<file path="config.mk">
export PLATFORM = sky130hd
export DESIGN_NAME = flash_id_ctrl
export DESIGN_NICKNAME = d
export VERILOG_FILES = /design/src/rtl/flash_id_pkg.sv /design/src/rtl/byte_fifo.sv /design/src/rtl/flash_id_ctrl.sv
export VERILOG_INCLUDE_DIRS = /design/src /design/src/rtl
export SDC_FILE = /design/constraint.sdc
export NUM_CORES = 1
export LEC_CHECK = 0
export ABC_AREA = 1
export BUFFER_PORTS_ARGS = -buffer_cell sky130_fd_sc_hd__buf_2
export CORE_ASPECT_RATIO = 0.7
export CORE_MARGIN = 5
export CORE_UTILIZATION = 61
export DETAILED_ROUTE_END_ITERATION = 6
export PLACE_DENSITY = 0.79
export SLEW_MARGIN = 40
export SYNTH_ARGS = -nofsm -noshare
export SYNTH_HDL_FRONTEND = slang
export SYNTH_SLANG_ARGS = --single-unit
export TNS_END_PERCENT = 50
</file>
<file path="constraint.sdc">
create_clock -name mclk -period 6.85 [get_ports mclk]
set_input_delay 1.0275 -clock mclk [delete_from_list [all_inputs] [get_ports mclk]]
set_output_delay 1.0275 -clock mclk [all_outputs]
set_load 0.005 [all_outputs]
</file>
<file path="src/rtl/flash_id_params.svh">
`ifndef FLASH_ID_PARAMS_SVH
`define FLASH_ID_PARAMS_SVH
// opcodes
`define OP_WAKE 8'hab
`define OP_IDENT_1 8'h90
`define OP_IDENT_2 8'hef
`define OP_IDENT_4 8'hdf
`define OP_OTP_ENTER 8'hb1
`define OP_OTP_EXIT 8'hc1
`define OP_LOCK_READ 8'h2b
`define OP_LOCK_WRITE 8'h2f
`define OP_SLEEP 8'hb9
`define OP_WLATCH_SET 8'h06
`define OP_STATUS_WRITE 8'h01
`define OP_READ 8'h03
// lock register fields
`define LOCK_FACTORY_BIT 0
`define LOCK_CUSTOMER_BIT 1
`define LOCK_RESET 8'h00
// address byte that puts the part code first
`define IDENT_SWAP_ADDR 8'h01
// wake delay in ns
`define WAKE_DELAY_NS 8000
`define CLK_PERIOD_NS 20
`endif

</file>
<file path="src/rtl/flash_id_pkg.sv">
package flash_id_pkg;
   typedef enum logic [2:0] {
      ST_OPCODE = 3'b000,
      ST_IDENT_HDR = 3'b001,
      ST_IDENT_OUT = 3'b010,
      ST_SIG_OUT = 3'b011,
      ST_LOCK_OUT = 3'b100,
      ST_SWALLOW = 3'b101
   } phase_t;
endpackage : flash_id_pkg

</file>
<file path="src/rtl/byte_fifo.sv">
`timescale 1ns/1ps
`default_nettype none
module byte_fifo #(
   parameter int WIDTH = 8,
   parameter int DEPTH = 8
) (
   input wire logic mclk,
   input wire logic sys_rst,
   input wire logic clk_en,
   input wire logic flush,
   input wire logic [WIDTH-1:0] in_data,
   input wire logic in_valid,
   output logic in_ready,
   output logic [WIDTH-1:0] out_data,
   output logic out_valid,
   input wire logic out_ready
);
   localparam int AW = $clog2(DEPTH);
   initial begin
      if (DEPTH < 2 || (1 << AW) != DEPTH) $error("depth must be power of 2");
   end
   logic [WIDTH-1:0] mem_q [DEPTH];
   logic [AW:0] wr_q;
   logic [AW:0] rd_q;
   logic do_wr;
   logic do_rd;
   // full when pointers differ only in wrap bit
   assign in_ready = (wr_q ^ rd_q) != {1'b1, {AW{1'b0}}};
   assign out_valid = wr_q != rd_q;
   assign do_wr = in_valid && in_ready;
   assign do_rd = out_valid && out_ready;
   assign out_data = mem_q[rd_q[AW-1:0]];
   // pointers
   always_ff @(posedge mclk or posedge sys_rst) begin
      if (sys_rst) begin
         wr_q <= '0;
         rd_q <= '0;
      end else if (clk_en) begin
         if (flush) begin
            wr_q <= '0;
            rd_q <= '0;
         end else begin
            if (do_wr) wr_q <= wr_q + 1'b1;
            if (do_rd) rd_q <= rd_q + 1'b1;
         end
      end
   end
   // storage, no reset needed
   always_ff @(posedge mclk) begin
      if (clk_en && do_wr && !flush) mem_q[wr_q[AW-1:0]] <= in_data;
   end
endmodule : byte_fifo
`default_nettype wire

</file>
<file path="src/rtl/flash_id_ctrl.sv">
// Functional notes
// [RULE1] wake ends on select high, standby
// [RULE2] standby immediate, or after wake delay
// [RULE3] host waits wake delay before reselect
// [RULE4] signature command returns one 8-bit id
// [RULE5] wake/signature allowed asleep, refused when busy
// [RULE6] signature byte repeats while clocked
// [RULE7] host ends signature after one byte
// [RULE8] three opcodes decode as ident read
// [RULE9] ident bytes msb first, falling edge
// [RULE10] address 01h swaps order, codes alternate
// [RULE11] host ends ident read with select high
// [RULE12] enter-otp opcode sets otp mode
// [RULE13] otp mode routes read/program to otp
// [RULE14] otp mode refuses main array access
// [RULE15] otp mode refuses status/lock writes
// [RULE16] exit-otp opcode restores main addressing
// [RULE17] lock register readable anytime, repeating; code refuses the lock read while asleep
// [RULE18] bit0 factory lock, bits7..2 reserved
// [RULE19] lock write sets sticky bit1
// [RULE20] lock write ignores write latch
// [RULE21] lock write needs byte boundary
// [RULE22] reset gives standby, latch cleared
// [RULE23] asleep, only wake/signature heard
// [RULE24] otp and lock opcodes are constants
`timescale 1ns/1ps
`default_nettype none
`include "flash_id_params.svh"
module flash_id_ctrl #(
   parameter int WAKE_CYCLES = `WAKE_DELAY_NS / `CLK_PERIOD_NS,
   parameter logic [7:0] SIG_CODE = 8'h5a,   // arbitrary
   parameter logic [7:0] MAKER_CODE = 8'h3c, // arbitrary
   parameter logic [7:0] PART_CODE = 8'h5a,  // arbitrary
   parameter logic FACTORY_LOCK = 1'b0,
   parameter int FIFO_DEPTH = 8
) (
   input wire logic mclk,
   input wire logic sys_rst,
   input wire logic clk_en,
   input wire logic cs_n,
   input wire logic sclk,
   input wire logic si,
   output logic so,
   output logic so_oe,
   input wire logic busy,
   output logic sleeping,
   output logic ready,
   output logic otp_mode,
   output logic main_blocked,
   output logic write_latch,
   output logic [7:0] otp_lock_status,
   output logic [7:0] cmd_data,
   output logic cmd_valid,
   input wire logic cmd_ready
);
   initial begin
      if (WAKE_CYCLES < 1) $error("wake delay below one cycle");
   end
   // ************************************************************
   // pin synchronisers and edge detection
   // ************************************************************
   logic [1:0] cs_sync_q;
   logic [1:0] sclk_sync_q;
   logic [1:0] si_sync_q;
   logic sclk_last_q;
   logic cs_last_q;
   logic sel;
   logic rise;
   logic fall;
   logic cs_rise;
   // two stages per pin; only the second is read by logic
   always_ff @(posedge mclk or posedge sys_rst) begin
      if (sys_rst) begin
         cs_sync_q <= 2'b11;
         sclk_sync_q <= 2'b00;
         si_sync_q <= 2'b00;
         sclk_last_q <= 1'b0;
         cs_last_q <= 1'b1;
      end else if (clk_en) begin
         cs_sync_q <= {cs_sync_q[0], cs_n};
         sclk_sync_q <= {sclk_sync_q[0], sclk};
         si_sync_q <= {si_sync_q[0], si};
         sclk_last_q <= sclk_sync_q[1];
         cs_last_q <= cs_sync_q[1];
      end
   end
   assign sel = !cs_sync_q[1];
   assign rise = sel && sclk_sync_q[1] && !sclk_last_q;
   assign fall = sel && !sclk_sync_q[1] && sclk_last_q;
   assign cs_rise = cs_sync_q[1] && !cs_last_q;
   // ************************************************************
   // bit and byte assembly
   // ************************************************************
   logic [2:0] bit_cnt_q;
   logic [6:0] shift_q;
   logic byte_done;
   logic [7:0] rx_byte;
   logic [7:0] opcode_q;
   assign byte_done = rise && bit_cnt_q == 3'd7;
   assign rx_byte = {shift_q, si_sync_q[1]};
   // bit counter restarts each frame; byte_done marks a boundary
   always_ff @(posedge mclk or posedge sys_rst) begin
      if (sys_rst) begin
         bit_cnt_q <= 3'd0;
         shift_q <= 7'd0;
      end else if (clk_en) begin
         if (!sel) begin
            bit_cnt_q <= 3'd0;
         end else if (rise) begin
            bit_cnt_q <= bit_cnt_q + 3'd1;
            shift_q <= rx_byte[6:0];
         end
      end
   end
   // ************************************************************
   // command phase machine
   // ************************************************************
   flash_id_pkg::phase_t phase_q;
   logic [1:0] hdr_cnt_q;
   logic swap_q;
   logic [7:0] tx_q;
   logic [2:0] tx_bit_q;
   logic tx_toggle_q;
   logic boundary_q;
   logic asleep_q;
   logic waking_q;
   logic [$clog2(WAKE_CYCLES+1)-1:0] wake_cnt_q;
   logic otp_q;
   logic cust_lock_q;
   logic latch_q;
   logic fifo_in_ready;
   logic ident_op;
   assign ident_op = rx_byte == `OP_IDENT_1 || rx_byte == `OP_IDENT_2
      || rx_byte == `OP_IDENT_4; // [RULE8]
   // the byte to put on the wire after the one now leaving
   function automatic logic [7:0] next_tx(input logic [2:0] ph,
                                          input logic alt);
      logic [7:0] v;
      v = SIG_CODE;
      case (ph)
         3'b010: v = alt ? PART_CODE : MAKER_CODE;
         3'b100: v = otp_lock_status;
         default: v = SIG_CODE;
      endcase
      return v;
   endfunction : next_tx
   // opcode decode and per-command data phases
   always_ff @(posedge mclk or posedge sys_rst) begin
      if (sys_rst) begin
         phase_q <= flash_id_pkg::ST_OPCODE;
         opcode_q <= 8'h00;
         hdr_cnt_q <= 2'd0;
         swap_q <= 1'b0;
         tx_q <= 8'h00;
         tx_toggle_q <= 1'b0;
      end else if (clk_en) begin
         if (!sel) begin
            phase_q <= flash_id_pkg::ST_OPCODE;
         end else if (byte_done) begin
            case (phase_q)
               flash_id_pkg::ST_OPCODE: begin
                  opcode_q <= rx_byte;
                  phase_q <= flash_id_pkg::ST_SWALLOW;
                  hdr_cnt_q <= 2'd0;
                  if (rx_byte == `OP_LOCK_READ && !asleep_q) begin
                     // works even while busy, never asleep [RULE17] [RULE23]
                     phase_q <= flash_id_pkg::ST_LOCK_OUT;
                     tx_q <= otp_lock_status;
                  end else if (busy || waking_q) begin
                     phase_q <= flash_id_pkg::ST_SWALLOW; // [RULE5]
                  end else if (rx_byte == `OP_WAKE) begin
                     // signature shares the wake opcode [RULE4]
                     phase_q <= flash_id_pkg::ST_SIG_OUT;
                     tx_q <= SIG_CODE;
                  end else if (!asleep_q && ident_op) begin // [RULE23]
                     phase_q <= flash_id_pkg::ST_IDENT_HDR;
                  end
               end
               flash_id_pkg::ST_IDENT_HDR: begin
                  hdr_cnt_q <= hdr_cnt_q + 2'd1;
                  if (hdr_cnt_q == 2'd2) begin
                     // address 01h sends part code first [RULE10]
                     swap_q <= rx_byte == `IDENT_SWAP_ADDR;
                     tx_q <= (rx_byte == `IDENT_SWAP_ADDR) ? PART_CODE
                        : MAKER_CODE;
                     tx_toggle_q <= rx_byte != `IDENT_SWAP_ADDR;
                     phase_q <= flash_id_pkg::ST_IDENT_OUT;
                  end
               end
               flash_id_pkg::ST_IDENT_OUT: begin
                  // alternate between the two codes [RULE10]
                  tx_q <= next_tx(3'b010, tx_toggle_q);
                  tx_toggle_q <= !tx_toggle_q;
               end
               default: begin
                  // repeat signature / lock byte [RULE6] [RULE17]
                  tx_q <= next_tx(phase_q, 1'b0);
               end
            endcase
         end
      end
   end
   // ************************************************************
   // serial output, changes on falling sclk
   // ************************************************************
   logic out_phase;
   assign out_phase = phase_q == flash_id_pkg::ST_IDENT_OUT
      || phase_q == flash_id_pkg::ST_SIG_OUT
      || phase_q == flash_id_pkg::ST_LOCK_OUT;
   // first bit appears on the fall after the final input bit
   always_ff @(posedge mclk or posedge sys_rst) begin
      if (sys_rst) begin
         so <= 1'b0;
         so_oe <= 1'b0;
         tx_bit_q <= 3'd7;
      end else if (clk_en) begin
         if (!sel || !out_phase) begin
            so_oe <= 1'b0;
            tx_bit_q <= 3'd7;
         end else if (fall) begin
            so_oe <= 1'b1;
            so <= tx_q[tx_bit_q]; // msb first [RULE9]
            tx_bit_q <= tx_bit_q - 3'd1;
         end
      end
   end
   // ************************************************************
   // mode state: sleep, wake, otp, lock, write latch
   // ************************************************************
   // byte boundary flag; cleared between frames so a stale opcode
   // from an earlier frame is never applied again
   always_ff @(posedge mclk or posedge sys_rst) begin
      if (sys_rst) begin
         boundary_q <= 1'b0;
      end else if (clk_en) begin
         if (byte_done) boundary_q <= phase_q == flash_id_pkg::ST_OPCODE;
         else if (rise || (!sel && !cs_rise)) boundary_q <= 1'b0;
      end
   end
   logic single_op;
   assign single_op = cs_rise && boundary_q;
   // sleep and the wake delay; reset yields plain standby [RULE22]
   always_ff @(posedge mclk or posedge sys_rst) begin
      if (sys_rst) begin
         asleep_q <= 1'b0;
         waking_q <= 1'b0;
         wake_cnt_q <= '0;
      end else if (clk_en) begin
         if (waking_q) begin
            wake_cnt_q <= wake_cnt_q - 1'b1;
            if (wake_cnt_q == 1) waking_q <= 1'b0; // [RULE2]
         end else if (cs_rise && !busy && opcode_q == `OP_WAKE && (boundary_q
                      || phase_q == flash_id_pkg::ST_SIG_OUT)) begin
            // wake completes on select high [RULE1]
            if (asleep_q) begin
               waking_q <= 1'b1; // delayed standby [RULE2]
               wake_cnt_q <= ($clog2(WAKE_CYCLES+1))'(WAKE_CYCLES);
            end
            asleep_q <= 1'b0;
         end else if (single_op && !busy && !asleep_q
                      && opcode_q == `OP_SLEEP) begin
            asleep_q <= 1'b1;
         end
      end
   end
   // otp mode entry/exit and the customer lock
   always_ff @(posedge mclk or posedge sys_rst) begin
      if (sys_rst) begin
         otp_q <= 1'b0;
         cust_lock_q <= 1'b0;
      end else if (clk_en && single_op && !busy && !asleep_q) begin
         if (opcode_q == `OP_OTP_ENTER) otp_q <= 1'b1; // [RULE12] [RULE24]
         if (opcode_q == `OP_OTP_EXIT) otp_q <= 1'b0; // [RULE16] [RULE24]
         // no latch needed, boundary checked, refused in otp
         if (opcode_q == `OP_LOCK_WRITE && !otp_q) // [RULE15] [RULE20]
            cust_lock_q <= 1'b1; // [RULE19] [RULE21]
      end
   end
   // write latch, cleared at reset; status writes refused in otp
   always_ff @(posedge mclk or posedge sys_rst) begin
      if (sys_rst) begin
         latch_q <= 1'b0;
      end else if (clk_en && single_op && !busy && !asleep_q) begin
         if (opcode_q == `OP_WLATCH_SET) latch_q <= 1'b1;
         else if (opcode_q == `OP_STATUS_WRITE && !otp_q) // [RULE15]
            latch_q <= 1'b0;
      end
   end
   // reserved bits read zero [RULE18]
   assign otp_lock_status = {6'b000000, cust_lock_q, FACTORY_LOCK};
   assign sleeping = asleep_q;
   assign ready = !asleep_q && !waking_q;
   assign otp_mode = otp_q; // read/program go to otp region [RULE13]
   assign main_blocked = otp_q; // [RULE14]
   assign write_latch = latch_q;
   // ************************************************************
   // command bytes for the array engine, buffered
   // ************************************************************
   logic fifo_valid_in;
   assign fifo_valid_in = byte_done && ready
      && phase_q == flash_id_pkg::ST_SWALLOW
      && !(otp_q && cust_lock_q && opcode_q != `OP_READ); // [RULE15]
   byte_fifo #(.WIDTH(8), .DEPTH(FIFO_DEPTH)) u_fifo (
      .mclk(mclk),
      .sys_rst(sys_rst),
      .clk_en(clk_en),
      .flush(1'b0),
      .in_data(rx_byte),
      .in_valid(fifo_valid_in),
      .in_ready(fifo_in_ready),
      .out_data(cmd_data),
      .out_valid(cmd_valid),
      .out_ready(cmd_ready)
   );
   // ************************************************************
   // assertions
   // ************************************************************
   a_lock_reserved: assert property (@(posedge mclk) disable iff (sys_rst)
      otp_lock_status[7:2] == 6'b0) // [RULE18]
      else $error("reserved lock bits nonzero");
   a_lock_sticky: assert property (@(posedge mclk) disable iff (sys_rst)
      cust_lock_q |=> cust_lock_q) // [RULE19]
      else $error("customer lock cleared");
   a_wake_time: assert property (@(posedge mclk) disable iff (sys_rst)
      $rose(waking_q) |-> wake_cnt_q == WAKE_CYCLES) // [RULE2]
      else $error("wake delay not loaded in full");
   a_otp_blocks: assert property (@(posedge mclk) disable iff (sys_rst)
      otp_mode |-> main_blocked) // [RULE14]
      else $error("main array open in otp mode");
   a_out_idle: assert property (@(posedge mclk) disable iff (sys_rst)
      !sel && clk_en |=> !so_oe) // [RULE9]
      else $error("output driven while deselected");
   a_busy_wake: assert property (@(posedge mclk) disable iff (sys_rst)
      busy && asleep_q && clk_en |=> asleep_q) // [RULE5]
      else $error("woke during busy cycle");
   a_otp_lockw: assert property (@(posedge mclk) disable iff (sys_rst)
      otp_q && !cust_lock_q |=> !cust_lock_q || !$past(otp_q)) // [RULE15]
      else $error("lock written in otp mode");
   a_sleep_ident: assert property (@(posedge mclk) disable iff (sys_rst)
      asleep_q |-> phase_q != flash_id_pkg::ST_IDENT_HDR) // [RULE23]
      else $error("ident decoded while asleep");
endmodule : flash_id_ctrl
`default_nettype wire

</file>
# Word-level counts from Yosys, hierarchy flattened
# Memories as Yosys holds them, arrays and structs flattened.
# Cells that the tools add are included.
# word_totals
reg_bits,68
ram_bits,64
inputBits,8
out_inout_bits,24
n_memories,1
# classes
add_sub_neg,6
magnitude_cmp,1
n_eq_ne,29
n_mux,44
bitwise_logic,4
reduce_logical,80
# memory_table
memory,words,word_bits,read_ports,rd_clocked_by_memory_dff,wr,line,rtl
u_fifo.mem_q,8,8,1,0,1,byte_fifo.sv:22,logic [WIDTH-1:0] mem_q [DEPTH];
# op_table
cell,n
$eq 8x8->1 const B,8
$mux 3,11
$mux 8,4
$logic_and 1x1->1,30
$mux 9,3
$pmux 8 s3,1
$reduce_bool 2->1,11
$mux 7,3
$mux 1,18
$eq 8x1->1 const B,2
$eq 8x6->1 const B,2
$reduce_and 2->1,8
$logic_not 1->1,12
$reduce_and 3->1,4
$reduce_and 4->1,3
$eq 3x3->1 const B,3
$eq 9x1->1 const B,1
$ne 3x3->1 const B,3
$sub 9x1->9 const B,1
$add 4x1->4 const B,2
$eq 8x3->1 const B,1
$logic_or 1x1->1,8
$ne 8x1->1 const B,1
$ne 8x2->1 const B,1
20 further kinds,23

# Logic depth before layout (Yosys ltp)
# depth
word_depth,11
depth_mapped,10
mapped_depth_nobuf,10

# Modules after synthesis
# From an unflattened synthesis, not the netlist that was laid out.
# hier_totals
hier_cells,688
area_unflattened_um2,6199.7
# modules_own_cells
module,n_inst,cells_per_inst,area_per_inst_um2,seq_area_each_um2
flash_id_ctrl,1,410,3115.5,1408.9
byte_fifo,1,278,3084.2,2122.0

# Worst setup path after synthesis
# No wires, ideal clock.
# synth_timing
path_kind,in2reg
from,in clk_en
to,mem u_fifo.mem_q[7][0] (enable)
setup_time_ns,0.383
arrival_time_ns,2.357
t_required_ns,6.467
slack_ns,4.109
path_stages,7
cell_sequence,buf_4 -> nand2_4 -> nor3_4 -> nand2_1 -> nor2_4 -> nand2_2 -> nor3_1
# synth_via
elab_chain_len,3
# synth_rtl
element,line,rtl
"start, declared",flash_id_ctrl.sv:39,"input wire logic clk_en,"
$logic_and 1x1->1,byte_fifo.sv:50,if (clk_en && do_wr && !flush) mem_q[wr_q[AW-1:0]] <= in_data;
$mux 1,byte_fifo.sv:50,
$mux 1 (implied by the code),byte_fifo.sv:50,
"end, declared",byte_fifo.sv:22,
# Every way passes these cells.

# Final worst setup path
# layout_timing
from,reg u_fifo.rd_q[1]
to,out cmd_data[4]
# layout_via
elab_chain_len,1
# layout_rtl
element,line,rtl
"start, declared",byte_fifo.sv:24,logic [AW:0] rd_q;
"start signal, assigned",byte_fifo.sv:44,if (do_rd) rd_q <= rd_q + 1'b1;
$mem_v2 8x8,--,
"end, declared",flash_id_ctrl.sv:52,"output logic [7:0] cmd_data,"
# Every way passes these cells.

==> results <==
- The run finished with clean final reports.
- Counting every instance in the synthesized netlist gives 681.
- Summed over all layers, the routed wires come to 14,340 microns.
- The CTS tree is built.
- For this run, global-route usage on met2 was measured as 36.39%.
- The routed wire length per instance is 16.95 microns.
- The register-to-register setup slack is 4460 ps.
- The tool flagged a number of max-cap violations equal to 0.
- The busiest metal layer after global routing is met1.
- The area growth from synthesis to layout is 13.40%.
- After synthesis, flip-flops and latches occupy 57.03% of the total area.
- The buffer count from post-CTS setup fixing is 0.
- The worst ir drop on vdd is 209.7 uV.
- Once the floorplan was initialized, standard cells occupied 63.19% of the core.
- The count of unique library cells instantiated by Yosys is 40.
- The number of warnings issued by yosys is 0.
- The synthesized netlist devotes 9.923% of its cell area to compound gates.
- After Yosys synthesis, and, or, nand and nor cells account for 23.48% of the synthesized area.
- The clock latency reported for the late side of the worst-skew pair is 410 ps.
- The primary flip-flop cell chosen by synthesis mapping is sky130_fd_sc_hd__edfxtp_1.
- Adding up every negative setup slack in the final design gives 0 ps.
- The count of buffers added on input and output ports is 24.
- In the post-synthesis netlist, the cell with the most instances is sky130_fd_sc_hd__nand2_1.
- The delay contributed by the slowest stage of the critical path is 760 ps.
- The data required time at the worst endpoint is 5820 ps.
- After synthesis, the share of flip-flops with an asynchronous set or reset is 50.00%.
- The total iterations of the first detailed-routing run is 6.
- Walking the worst path, the cells encountered are inv_1 -> nor2_1 -> o21ai_0 -> a31oi_1 -> buf_2.
- The initial antenna violation count is 0.
- The remaining antenna violation count after routing is 0.
- The placement-stage cell area is 6362 sq um.
- Global routing used 6.477% of the available met3 tracks.
- The number of cells in the design after placement is 814.
- The clock sink count is 128.
- The area of all placed cells without fillers is 7020 sq um.
- The fraction of final layout cells with drive strength greater than 1 is 13.65%.
- In this run, CTS created clock tree buffers numbering 17.
- The maximum clock insertion buffer count is 2.
- The post-synth design cell area is 6191 sq um.
- Counting cells, the worst reg-to-reg path comes to 5.
- Counting the fill cells in the layout gives 707.
- Global routing used 25.01% of the available tracks across all layers.
- The wire-length estimate of the detail-placed layout is 9731 microns.
- The number of global-route vias before repair is 4,566.
- The final worst clock skew is 5.219 ps.
- Of the total synthesized cell area, the portion taken by full adders, half adders and majority gates is 1.617%.
- The clock transition at the registers of the reported paths is 60 ps.
- After the first detailed-routing iteration, the DRC count stood at 621.
- Based on the critical path, the design can be clocked at up to 302.6 MHz.
- The number of hold-slack violations in the final timing report came to 0.
- The area share of xor/xnor cells in the synthesized design is 1.556%.
- The core region is 9797 sq um.
- The number of enable flip-flop cells after synthesis is 64.
- The met1 usage in global routing is 37.13%.
- The worst hold path was traced through 2 stages.
- The power density over the cells is 300.6 nW/um^2.
- In this run the most critical hold path is launched from cs_sync_q[0]$_DFFE_PP1P_.
- The count of placed standard cells in the final layout, fillers left out is 846.
- The root buffer cell is sky130_fd_sc_hd__clkbuf_16.
- The net switching component of the power is 0.5252 mW.
- The final route contains 4,876 vias.
- The category of the worst setup path launch point is a flop.
- For the worst setup path, the data arrival time is 2280 ps.
- The multi-input gate area in the final layout is 2311 sq um.
- By area, the combinational part of the netlist is dominated by simple AND/OR/NAND/NOR gates.
- The remaining max-slew budget at the tightest pin is 52.02%.
- Buffers inserted to repair hold after CTS numbered 0.
- In the routed layout, each cell is associated on average with a via count of 5.764.
- The overall die width is 130.4 microns.
- In this run, synthesis produced a sequential element count of 128.
- The routability congestion estimate is 0.9201.
- The slowest cell on the critical path is sky130_fd_sc_hd__dfrtp_1.
- A synthesized cell averages 9.091 sq um.
- The first-pass GRT wire length is 23,270 microns.
- The fraction of power consumed by the clock network is 47.0%.
- Setup repair after global routing left no endpoint under its margin.
- The origin of the critical flop-to-flop path is u_fifo.rd_q[1]$_DFFE_PP0P_.
- In this run, flip-flops and latches consume 46.4% of the power.
- The largest net degree at the start of global routing is 65.
- The end of the worst register-to-register path is u_fifo.mem_q[2][4]$_DFFE_PP_.
- The floorplan step defined a die boundary enclosing 12,300 sq um.
- The type of the most critical hold path is flop to flop.
- The number of pins exceeding their max-slew limit in the final report is 0.
- Global routing finished with a remaining overflow of 0.
- The period utilization is 48.24%.
- sky130_fd_sc_hd__edfxtp_1 takes more of the synthesized area than any other cell.
- The leakage power figure is 3.102 nW.
- The number of antenna diodes in the final layout is 0.
- The kind of cell adding the most delay to the critical path is flip-flops.
- The worst setup path is of the flop to primary output kind.
- The fraction of power spent switching nets is 24.89%.
- In this run the number of H-tree levels came out at 4.
- Ranked by instance count, the synthesized netlist is headed by sky130_fd_sc_hd__nand2_1 (167), sky130_fd_sc_hd__nor2_1 (93), sky130_fd_sc_hd__o21ai_0 (70).
- Post-CTS repair changed the size of 0 cells.
- The floorplan die height is 94.29 microns.
- The worst setup path is captured at a primary output.
- The design draws 2.110 mW.
- The internal power of the cells totals 1.585 mW.
- Setup violations remaining at the end of the flow were counted as 0.
- The maximum fanout encountered on the critical timing path is 21.
- The multiplexer area fraction after synthesis is 0%.
- The hold path endpoint is cs_sync_q[0]$_DFFE_PP1P_.
- The count of standard-cell rows is 30.
- The clock period minus worst slack is 3304 ps.
- The portion of synthesized cell area occupied by the leading cell type is 31.04%.
- 32 I/O pins were placed.
- The number of buffer and inverter stages on the critical path is 2.
- Yosys attributes the largest share of cell area to sky130_fd_sc_hd__edfxtp_1 (31%), sky130_fd_sc_hd__dfrtp_1 (23%), sky130_fd_sc_hd__nand2_1 (10%), sky130_fd_sc_hd__o21ai_0 (5.7%), sky130_fd_sc_hd__nor2_1 (5.6%).
- The number of remaining DRC errors is 0.
- The slew at the pin closest to its max-slew limit is 717.0 ps.
- For this run, the post-layout net count is 721.
- In the final layout, flip-flops and latches occupy 3531 sq um.
- Per report_power, the combinational group accounts for 6.6% of the total.
placed cells by master, fill, tap and decap left out, types with 3 or more instances in the layout:
cell | netlist | routed
sky130_fd_sc_hd__clkinvlp_4 | 0 | 4
sky130_fd_sc_hd__nor2_2 | 4 | 4
sky130_fd_sc_hd__o21ai_0 | 70 | 70
sky130_fd_sc_hd__xor2_1 | 9 | 9
sky130_fd_sc_hd__bufinv_16 | 0 | 5
sky130_fd_sc_hd__ha_1 | 8 | 8
sky130_fd_sc_hd__nand2_1 | 167 | 167
sky130_fd_sc_hd__inv_1 | 57 | 55
sky130_fd_sc_hd__o21ai_2 | 6 | 6
sky130_fd_sc_hd__buf_2 | 10 | 24
sky130_fd_sc_hd__nor2_1 | 93 | 93
sky130_fd_sc_hd__nor3_2 | 0 | 4
sky130_fd_sc_hd__nor2_4 | 5 | 5
sky130_fd_sc_hd__a31oi_1 | 8 | 8
sky130_fd_sc_hd__dfstp_2 | 6 | 6
sky130_fd_sc_hd__edfxtp_1 | 64 | 64
sky130_fd_sc_hd__a21oi_1 | 17 | 17
sky130_fd_sc_hd__clkbuf_16 | 0 | 17
sky130_fd_sc_hd__nand4_1 | 11 | 11
sky130_fd_sc_hd__nand2_2 | 4 | 4
sky130_fd_sc_hd__dfrtp_1 | 58 | 58
sky130_fd_sc_hd__nand3_1 | 33 | 33
sky130_fd_sc_hd__inv_2 | 3 | 5
sky130_fd_sc_hd__clkinv_4 | 0 | 3
sky130_fd_sc_hd__conb_1 | 1 | 7
sequential cells by signal, indices dropped and copies added (netlist names), 3 cells and up:
signal,flops
u_fifo.mem_q,64
tx_q,4
shift_q,7
u_fifo.wr_q,4
opcode_q,8
u_fifo.rd_q,4
bit_cnt_q,3
phase_q,3
wake_cnt_q,9
tx_bit_q,3
worst max-delay path by stage:
stage	startpoint	to	cells past startpoint
floorplan	clk_en	u_fifo.mem_q[7][0]$_DFFE_PP_	7
CTS	u_fifo.rd_q[0]$_DFFE_PP0P_	cmd_data[0]	4
global route	u_fifo.rd_q[1]$_DFFE_PP0P_	cmd_data[1]	5
global placement	clk_en	u_fifo.mem_q[7][1]$_DFFE_PP_	7
finish	u_fifo.rd_q[1]$_DFFE_PP0P_	cmd_data[4]	5
detailed placement	clk_en	u_fifo.mem_q[2][0]$_DFFE_PP_	7
per-layer routing:
metal / wire (microns) / up-vias / share of wire (%)
met5: 0 / - / 0
met4: 91 / 0 / 0.63
met3: 1197 / 10 / 8.3
met2: 6424 / 184 / 45
met1: 6627 / 2377 / 46
li1: - / 2305 / -
power by group through the flow:
stage | Sequential (mW) | Combinational (mW) | Clock (mW)
4_1_cts | 0.977 | 0.138 | 0.998
6_report | 0.979 | 0.139 | 0.992
5_1_grt | 0.987 | 0.162 | 1.03
2_1_floorplan | 0.946 | 0.106 | 0
3_5_place_dp | 0.990 | 0.134 | 0
3_3_place_gp | 0.988 | 0.126 | 0
metrics by stage:
stage          utilization (%)  hold WS [ps]  setup slack, ps
2_1_floorplan                -         440.7             4109
3_3_place_gp             64.74         451.0             3508
3_5_place_dp             64.94         460.4             3703
4_1_cts                  71.62         475.6             3523
5_1_grt                  71.66         511.7             3333
6_report                 71.66         474.8             3546
cells by family after synthesis:
family,Yosys count
simple gates,335
flops,128
other cells,1
xor+xnor,11
compound gates,111
buf+inv,87
fa+ha+maj,8
final cells by class:
cell class / count / area share, %
clock buffers: 19 / 6.309
repair buffers: 26 / 1.978
inverters: 60 / 3.208
multi-input cells: 472 / 32.92
well taps: 128 / 2.281
clock inverters: 13 / 3.012
flip-flops and latches: 128 / 50.29
tightest hold or removal path, stage by stage, from the launching register on:
cell                      delay [ps]
sky130_fd_sc_hd__dfstp_2         370
sky130_fd_sc_hd__nand2_1          60
sky130_fd_sc_hd__nand2_1          50
Power figures use the tool's default switching activity.
